===== config.mk =====
export PLATFORM = sky130hd
export DESIGN_NAME = vrefc_top
export DESIGN_NICKNAME = d
export VERILOG_FILES = /design/src/hdl/vrefc_pkg.sv /design/src/hdl/vrefc_if.sv /design/src/hdl/vrefc_decode.sv /design/src/hdl/vrefc_top.sv
export SDC_FILE = /design/constraint.sdc
export NUM_CORES = 1
export LEC_CHECK = 0
export BUFFER_PORTS_ARGS = -buffer_cell sky130_fd_sc_hd__buf_2
export CAP_MARGIN = 20
export CORE_UTILIZATION = 39
export CTS_CLUSTER_SIZE = 25
export DETAILED_ROUTE_END_ITERATION = 10
export PLACE_DENSITY = 0.75
export SETUP_SLACK_MARGIN = 0.5
export SYNTH_ARGS = -nofsm -noshare
export SYNTH_HDL_FRONTEND = slang
export SYNTH_SLANG_ARGS = --single-unit

===== constraint.sdc =====
create_clock -name mclk -period 2.41 [get_ports mclk]
set_clock_uncertainty 0.1 [all_clocks]
set_input_delay 0.482 -clock mclk [delete_from_list [all_inputs] [get_ports mclk]]
set_output_delay 0.482 -clock mclk [all_outputs]
set_load 0.005 [all_outputs]

===== src/hdl/vrefc_pkg.sv =====
// constants and types for the voltage reference control register
// ------------------------------------------------------------
// ------------------------------------------------------------
`default_nettype none
package vrefc_pkg;
    localparam logic [7:0] VREFC_ADDR = 8'hD2;
    localparam logic [7:0] VREFC_PAGE = 8'h0F;
    localparam logic [7:0] VREFC_RESET = 8'h10;
    localparam logic [7:0] VREFC_WMASK = 8'h3E;
    localparam int VREFC_GND_BIT = 5;
    localparam int VREFC_SEL_LO = 3;
    localparam int VREFC_TEMP_BIT = 2;
    localparam int VREFC_BIAS_BIT = 1;
    localparam logic [1:0] VREFC_SEL_EXT = 2'h0;
    localparam logic [1:0] VREFC_SEL_VDD = 2'h1;
    localparam logic [1:0] VREFC_SEL_DIG = 2'h2;
    localparam logic [1:0] VREFC_SEL_HS = 2'h3;
    // one-hot reference mux selects: ext, vdd, digital, high-speed
    localparam logic [3:0] VREFC_OH_EXT = 4'h1;
    localparam logic [3:0] VREFC_OH_VDD = 4'h2;
    localparam logic [3:0] VREFC_OH_DIG = 4'h4;
    localparam logic [3:0] VREFC_OH_HS = 4'h8;

    typedef struct packed {
        logic [7:0] reg_r;
    } vrefc_state_t;

    typedef struct packed {
        logic [3:0] mux_sel_r;
        logic hs_ref_en_r;
        logic gnd_sel_r;
        logic temp_en_r;
        logic bias_en_r;
    } vrefc_out_t;
endpackage : vrefc_pkg
`default_nettype wire


===== src/hdl/vrefc_if.sv =====
// control field carrier between register and analog decode
`default_nettype none
interface vrefc_if;
    import vrefc_pkg::*;
    logic [7:0] ctrl;
    logic conv_busy;
    modport regs (output ctrl, output conv_busy);
    modport dec (input ctrl, input conv_busy);
endinterface : vrefc_if
`default_nettype wire


===== src/hdl/vrefc_decode.sv =====
// decode of stored register bits into analog selects and enables
`default_nettype none
module vrefc_decode
    import vrefc_pkg::*;
(
    // clock and reset
    input wire logic mclk,
    input wire logic resetn,
    // register fields
    vrefc_if.dec fld,
    // analog controls
    output logic [3:0] vref_mux_sel,
    output logic hs_ref_enable,
    output logic ground_ref_select,
    output logic temp_sensor_enable,
    output logic analog_bias_enable
);
    vrefc_out_t st_r;
    vrefc_out_t st_nxt;

    // --------------------------------------------------------
    // next-state decode
    // --------------------------------------------------------
    always_comb begin
        st_nxt = st_r;
        case (fld.ctrl[VREFC_SEL_LO +: 2])
            VREFC_SEL_EXT: st_nxt.mux_sel_r = VREFC_OH_EXT;
            VREFC_SEL_VDD: st_nxt.mux_sel_r = VREFC_OH_VDD;
            VREFC_SEL_DIG: st_nxt.mux_sel_r = VREFC_OH_DIG;
            default: st_nxt.mux_sel_r = VREFC_OH_HS;
        endcase
        // reference powered only on demand
        st_nxt.hs_ref_en_r = (fld.ctrl[VREFC_SEL_LO +: 2] == VREFC_SEL_HS)
            && fld.conv_busy;
        st_nxt.gnd_sel_r = fld.ctrl[VREFC_GND_BIT];
        st_nxt.temp_en_r = fld.ctrl[VREFC_TEMP_BIT];
        st_nxt.bias_en_r = fld.ctrl[VREFC_BIAS_BIT];
        if (!resetn) begin
            st_nxt = '0;
            // reset byte selects the digital supply reference
            st_nxt.mux_sel_r = VREFC_OH_DIG;
        end
    end

    // state register
    always_ff @(posedge mclk) begin
        st_r <= st_nxt;
    end

    // outputs straight from flops
    assign vref_mux_sel = st_r.mux_sel_r;
    assign hs_ref_enable = st_r.hs_ref_en_r;
    assign ground_ref_select = st_r.gnd_sel_r;
    assign temp_sensor_enable = st_r.temp_en_r;
    assign analog_bias_enable = st_r.bias_en_r;
endmodule : vrefc_decode
`default_nettype wire


===== src/hdl/vrefc_top.sv =====
// voltage reference control register on the special-function bus
`default_nettype none
module vrefc_top
    import vrefc_pkg::*;
(
    // clock and reset
    input wire logic mclk,
    input wire logic resetn,
    // special-function register bus
    input wire logic [7:0] sfr_addr,
    input wire logic [7:0] sfr_page,
    input wire logic sfr_wr,
    input wire logic sfr_rd,
    input wire logic [7:0] sfr_wdata,
    output logic [7:0] sfr_rdata,
    output logic sfr_sel,
    // converter status
    input wire logic conv_busy,
    // analog controls
    output logic [3:0] vref_mux_sel,
    output logic hs_ref_enable,
    output logic ground_ref_select,
    output logic temp_sensor_enable,
    output logic analog_bias_enable
);

    // --------------------------------------------------------
    // local types
    // --------------------------------------------------------
    // named view of the writable fields of the control byte
    typedef struct packed {
        // ground reference: pin or analog ground
        logic gnd_sel;
        // two-bit voltage reference choice
        logic [1:0] ref_sel;
        // temperature sensor power
        logic temp_en;
        // analog bias generator power
        logic bias_en;
    } vrefc_fields_t;

    // all registered state of the bus side
    typedef struct packed {
        // stored control byte, unused bits kept low
        logic [7:0] ctrl_r;
        // read answer, zero outside a read
        logic [7:0] rdata_r;
        // access select, one cycle per hit
        logic sel_r;
    } vrefc_top_t;

    // --------------------------------------------------------
    // helper functions
    // --------------------------------------------------------
    // address and page match for this register
    function automatic logic vrefc_match(
        input logic [7:0] addr,
        input logic [7:0] page
    );
        logic addr_ok;
        logic page_ok;
        // address and page compared separately
        addr_ok = (addr == VREFC_ADDR);
        page_ok = (page == VREFC_PAGE); // other pages hide the register
        return addr_ok && page_ok;
    endfunction

    // split a control byte into its writable fields
    function automatic vrefc_fields_t vrefc_unpack(
        input logic [7:0] val
    );
        vrefc_fields_t f;
        // one field per bit position
        f.gnd_sel = val[VREFC_GND_BIT];
        f.ref_sel = val[VREFC_SEL_LO +: 2];
        f.temp_en = val[VREFC_TEMP_BIT];
        f.bias_en = val[VREFC_BIAS_BIT];
        // bits 7, 6 and 0 are dropped here
        return f;
    endfunction

    // rebuild a control byte with the unused bits low
    function automatic logic [7:0] vrefc_pack(
        input vrefc_fields_t f
    );
        logic [7:0] val;
        val = '0;
        // each field back at its bit position
        val[VREFC_GND_BIT] = f.gnd_sel;
        val[VREFC_SEL_LO +: 2] = f.ref_sel;
        val[VREFC_TEMP_BIT] = f.temp_en;
        val[VREFC_BIAS_BIT] = f.bias_en;
        return val;
    endfunction

    // --------------------------------------------------------
    // state, strobes and field views
    // --------------------------------------------------------
    // registered bus-side state
    vrefc_top_t st_r;

    // next value from the update process
    vrefc_top_t st_nxt;

    // access qualifiers for this cycle
    logic hit;
    logic wr_hit;
    logic rd_hit;
    logic acc_hit;

    // field views of the stored byte and of the bus data
    vrefc_fields_t cur_fld;
    vrefc_fields_t wr_fld;

    // cleaned bytes for storage and read-back
    logic [7:0] wr_byte;
    logic [7:0] rd_byte;

    // --------------------------------------------------------
    // interface carrier
    // --------------------------------------------------------
    // carrier towards the analog decode
    vrefc_if fld ();

    // --------------------------------------------------------
    // access qualification
    // --------------------------------------------------------
    // register selected by address and page
    assign hit = vrefc_match(sfr_addr, sfr_page);

    // write strobe that reaches this register
    assign wr_hit = hit && sfr_wr;

    // read strobe that reaches this register
    assign rd_hit = hit && sfr_rd;

    // either strobe that reaches this register
    assign acc_hit = wr_hit || rd_hit;

    // --------------------------------------------------------
    // write merge and read-back
    // --------------------------------------------------------
    // field views of bus data and of the stored byte
    assign wr_fld = vrefc_unpack(sfr_wdata);
    assign cur_fld = vrefc_unpack(st_r.ctrl_r);

    // unused bits can be neither stored nor read back set
    assign wr_byte = vrefc_pack(wr_fld);
    assign rd_byte = vrefc_pack(cur_fld);

    // --------------------------------------------------------
    // register update
    // --------------------------------------------------------
    // next state: write, read-back and select, reset last
    always_comb begin
        st_nxt = st_r;

        // select answers any access that hits
        st_nxt.sel_r = acc_hit;

        // a write stores only the writable fields
        if (wr_hit) begin
            st_nxt.ctrl_r = wr_byte;
        end

        // a read returns the byte held before this edge
        if (rd_hit) begin
            st_nxt.rdata_r = rd_byte;
        end else begin
            st_nxt.rdata_r = '0; // idle bus reads zero
        end

        // synchronous reset wins over any access
        if (!resetn) begin
            st_nxt.ctrl_r = VREFC_RESET;
            st_nxt.rdata_r = '0;
            st_nxt.sel_r = 1'b0;
        end
    end

    // --------------------------------------------------------
    // state register
    // --------------------------------------------------------
    // one flop bank for all bus-side state
    always_ff @(posedge mclk) begin
        st_r <= st_nxt;
    end

    // --------------------------------------------------------
    // analog decode
    // --------------------------------------------------------
    // fields to the decoder from stored bits
    assign fld.ctrl = st_r.ctrl_r;

    // converter demand passes straight through
    assign fld.conv_busy = conv_busy;

    // selects and enables registered in the decoder
    vrefc_decode u_dec (
        // clock and reset
        .mclk(mclk),
        .resetn(resetn),
        // register fields
        .fld(fld),
        // analog controls
        .vref_mux_sel(vref_mux_sel),
        .hs_ref_enable(hs_ref_enable),
        .ground_ref_select(ground_ref_select),
        .temp_sensor_enable(temp_sensor_enable),
        .analog_bias_enable(analog_bias_enable)
    );

    // --------------------------------------------------------
    // bus outputs
    // --------------------------------------------------------
    // read data and select straight from flops
    assign sfr_rdata = st_r.rdata_r;
    assign sfr_sel = st_r.sel_r;
endmodule : vrefc_top
`default_nettype wire


; ---- Yosys cells after proc, flatten, opt, wreduce, memory -nomap -nowiden
; Cells that the tools add are included.
[word_totals]
reg_bits = 22
word_cells = 22
out_inout_bits = 17
in_bits = 29
[op_classes]
n_mux = 1
eq_ne = 5
n_reduce_logical = 7
[op_table]
columns = op, count
row1 = one-hot mux 4 bit (3 select lines), 1
row2 = "== test 8 x 4 -> 1 bit, second input constant", 1
row3 = "== test 8 bit, second input constant", 1
row4 = "== test 2 bit, second input constant", 2
row5 = logical AND 1 bit, 4
row6 = "== test 2 x 1 -> 1 bit, second input constant", 1
row7 = logical NOT 2 bit, 1
row8 = AND reduction 2 bit, 1
row9 = logical OR 1 bit, 1

; ---- Logic depth before layout (Yosys ltp)
[logic_depth]
depth_word = 4
depth_mapped = 5
depth_no_buf = 4

; ---- By module
; Synthesis repeated with hierarchy kept, for this count alone.
[hier_totals]
cells_unflattened = 63
hier_area_um2 = 679.4
[by_module_without_submodules]
columns = mod, cells_each, seq_area_each_um2, area_per_inst_um2, n_inst
row1 = vrefc_top, 46, 220.2, 465.4, 1
row2 = vrefc_decode, 17, 160.2, 214.0, 1

; ---- Least setup slack after synthesis
; No wires, ideal clock.
[synth_path]
path_kind = input -> register
start = in sfr_addr[0]
end = reg st_r (netlist bit fld.ctrl[1])
slack_ps = 494
n_path_buf = 1
path_stages = 5
setup_time_ps = 72
t_required_ps = 2238
arrival_ps = 1744
cell_sequence = or4bb_1 -> nor4_2 -> and2_1 -> buf_6 -> mux2i_1
[synth_via]
elab_chain_len = 3
[synth_lines]
columns = item, line_no
row1 = start: declaration, vrefc_top.sv:10  ; input wire logic [7:0] sfr_addr,
row2 = == test 8 bit, vrefc_top.sv:63  ; addr_ok = (addr == VREFC_ADDR);
row3 = logical AND 1 bit, vrefc_top.sv:65  ; return addr_ok && page_ok;
row4 = logical AND 1 bit, vrefc_top.sv:132  ; assign wr_hit = hit && sfr_wr;
row5 = end signal: assignment, vrefc_top.sv:186  ; st_r <= st_nxt;
row6 = end: declaration, vrefc_top.sv:100  ; vrefc_top_t st_r;
; Every way passes these cells.
; A chain may end at the register's enable or synchronous reset.

; ---- Worst setup path after layout
[layout_path]
start = in sfr_addr[2]
end = reg st_r (netlist bit fld.ctrl[5])
; Same word-level chain as after synthesis.

==> flow_summary_export.csv <==
group,metric,value,unit
status,status,"complete, no violations",
cts,clk_latency,290,ps
floorplan,die_x,43.3,um
yosys,syn_area_per_cell,10.7,sq um
yosys,synthCells,62,
layout,drive_gt1_frac,0.480,
global_routing,globalRouteOverflowTotal,0,
pwr,p_comb_frac,0.058,
worst_setup_path,cp.required,2540,ps
pwr,leakagePower,0.000495,uW
yosys,synth-seq-area-share,0.571,
detailed_routing,dr.pass1.iters,2,
timing,fin_crit_sh,0.743,
layout,fin_nets,132,
global_routing,grt_use_total,0.130,
detailed_routing,drc,0,
yosys,netlist_area,666,sq um
cts,postCtsSetupBuffers,0,
cts,cts_tree,"yes",
floorplan,die_area,1880,sq um
detailed_routing,vias,520,
detailed_routing,routed_wl,1.14,mm
layout,ff_latch_area,380,sq um
floorplan,die_y,43.3,um
place,routabilityCongestion,0.663,
cts,clk_pin_slew,100,ps
run,cap_violations,0,
timing,fmax,559,MHz
timing,hold_viol_final,0,
worst_setup_path,critPathKind,"in2reg",
global_routing,grt_pass1_vias,465,
worst_setup_path,cp_data_arrival_time,1920,ps
detailed_routing,dr.first_iter.drc_count,5,
detailed_routing,vias_per_cell,4.41,
floorplan,ioPinCount,46,
layout,n_antenna_cell,0,
timing,setup_viol,0,
cts,cts.path.max_buffers,2,
yosys,yosys_warnings,0,
pwr,p_per_area,556,nW/um^2
floorplan,coreArea,1540,sq um
timing,fin_crit,1790,ps
worst_setup_path,crit_path_start_kind,"primary input",
place,dp_hpwl,891,um
floorplan,start_util,0.432,
global_routing,antenna_found_initial,0,
min_path,min_path_type,"in2reg",
detailed_routing,wl_per_cell,9.62,um
worst_setup_path,end_kind,"register",
pwr,ir_worst_vdd,0.333,mV
floorplan,rows,14,
pwr,p_seq_frac,0.635,
place,portBuffers,39,
place,placed_cell_area,860,sq um
layout,syn2layout_area_growth,33.5,%
cts,numCtsBuffers,3,
worst_setup_path,crit_fanout,6,
global_routing,grt_pass1_wl,1.79,mm
layout,n_fill_cell,150,
timing,timing.setup.tns,0,ps
layout,fin_area,888,sq um
detailed_routing,antenna_left,0,
yosys,ys_seq_elements,19,
timing,slew_viol_final,0,
pwr,switching_share,0.205,
layout,multi_input_area,246,sq um
global_routing,grt_start_max_net_pins,16,
yosys,ys_types,21,
pwr,power.net_switching,101,uW
cts,cts_root_buf,"clkbuf_4",
cts,cts_num_sinks,19,
cts,htree_levels,1,
pwr,p_int,393,uW
pwr,clock_power_share,0.306,
timing,rsz0062_at_grt,"no",
[what timing repair did]
| action | CTS | global route |
|---|---|---|
| hold buffers | 0 | 0 |
| setup endpoints to repair | 0 | 3 |
| endpoints found under the hold margin | 0 | 0 |
| gates resized for setup | 0 | 1 |
[registers in the layout (all words and copies together) (netlist names)]
name and count:
fld.ctrl 5, sfr_rdata 5, u_dec.vref_mux_sel 4, u_dec.temp_sensor_enable 1, sfr_sel 1, u_dec.analog_bias_enable 1
u_dec.ground_ref_select 1, u_dec.hs_ref_enable 1
[synthesized netlist by cell type, drive strengths merged]
cell | n | area, sq um
inv | 5 | 18.8
conb | 1 | 3.75
buf | 4 | 33.8
or4bb | 1 | 11.3
a21o | 1 | 8.76
nor4 | 1 | 12.5
nand4b | 1 | 8.76
nor3 | 1 | 5.00
clkbuf | 1 | 3.75
and3 | 3 | 20.0
mux2i | 4 | 40.0
nand4 | 1 | 6.26
o31a | 1 | 10.0
o21ai | 1 | 5.00
or4b | 2 | 23.8
and2 | 7 | 43.8
dfxtp | 19 | 380
nand2 | 8 | 30.0
[final timing paths]
| path | cells past startpoint | slack (ps) | end | from |
|---|---|---|---|---|
| min reg2reg | 2 | 350 | u_dec.temp_sensor_enable$_SDFF_PN0_ | fld.ctrl[2]$_SDFFE_PN0P_ |
| max | 5 | 620 | fld.ctrl[5]$_SDFFE_PN0P_ | sfr_addr[2] |
| min | 2 | 290 | u_dec.hs_ref_enable$_SDFF_PN0_ | conv_busy |
| max reg2reg | 1 | 1520 | fld.ctrl[4]$_SDFFE_PN1P_ | fld.ctrl[4]$_SDFFE_PN1P_ |
[layout by cell type (no fill, tap or decap)]
master,instances
and2_1,6
inv_1,5
clkbuf_4,3
and2_2,1
mux2i_1,4
clkinv_2,1
or4b_4,1
nand4_1,1
nor4_4,1
nand2_1,8
or4bb_1,1
or4b_1,1
buf_2,39
nor3_1,1
dfxtp_1,19
a21o_2,1
o31a_2,1
o21ai_0,1
conb_1,3
and3_2,1
nand4b_1,1
and3_1,2
[cells by family (layout without fill, tap and decap cells)]
logic type | Yosys count | count (layout) | share of synthesized area
buffers and inverters | 10 | 48 | 0.0846
flip-flops | 19 | 19 | 0.571
multiplexers | 4 | 4 | 0.0602
AND/OR/NAND/NOR | 25 | 25 | 0.242
AO/OA/AOI/OAI | 3 | 3 | 0.0357
other | 1 | 3 | 0.00563
[critical path: stages]
cell	delay [ps]
buf_2	90
or4b_4	530
nor4_4	320
and2_2	290
mux2i_1	200
[layout make-up]
| class | instances | area share |
|---|---|---|
| inverter | 5 | 0.0211 |
| sequential | 19 | 0.428 |
| timing repair buffer | 39 | 0.220 |
| clock inverter | 1 | 0.00563 |
| clock buffer | 3 | 0.0254 |
| tap | 16 | 0.0225 |
| multi-input combinational | 35 | 0.277 |
[power groups by stage]
stage | Clock (uW) | Combinational [uW] | Sequential, uW
after floorplan | 0 | 12.2 | 321
after global placement | 0 | 27.9 | 321
after detailed placement | 0 | 28.9 | 321
after CTS | 160 | 29.0 | 314
after global routing | 170 | 32.1 | 314
final | 151 | 28.9 | 314
[through the flow]
stage,power [uW],util,std cells,hold WS (ps),setup WS (ps)
5_1_grt,516,0.576,118,296,546
4_1_cts,503,0.575,118,284,526
6_report,494,0.576,118,291,620
2_1_floorplan,333,-,64,319,496
3_3_place_gp,349,0.558,114,331,251
3_5_place_dp,350,0.558,114,333,218
[layer usage]
metal  GRT usage  part of all wire  up-vias
li1            -                 -      277
met1       0.124              0.37      221
met2       0.233              0.54       20
met3      0.0511             0.074        2
met4      0.0727             0.016        0
met5           0                 0        -
Note: power is estimated with default switching activity, not from simulation.
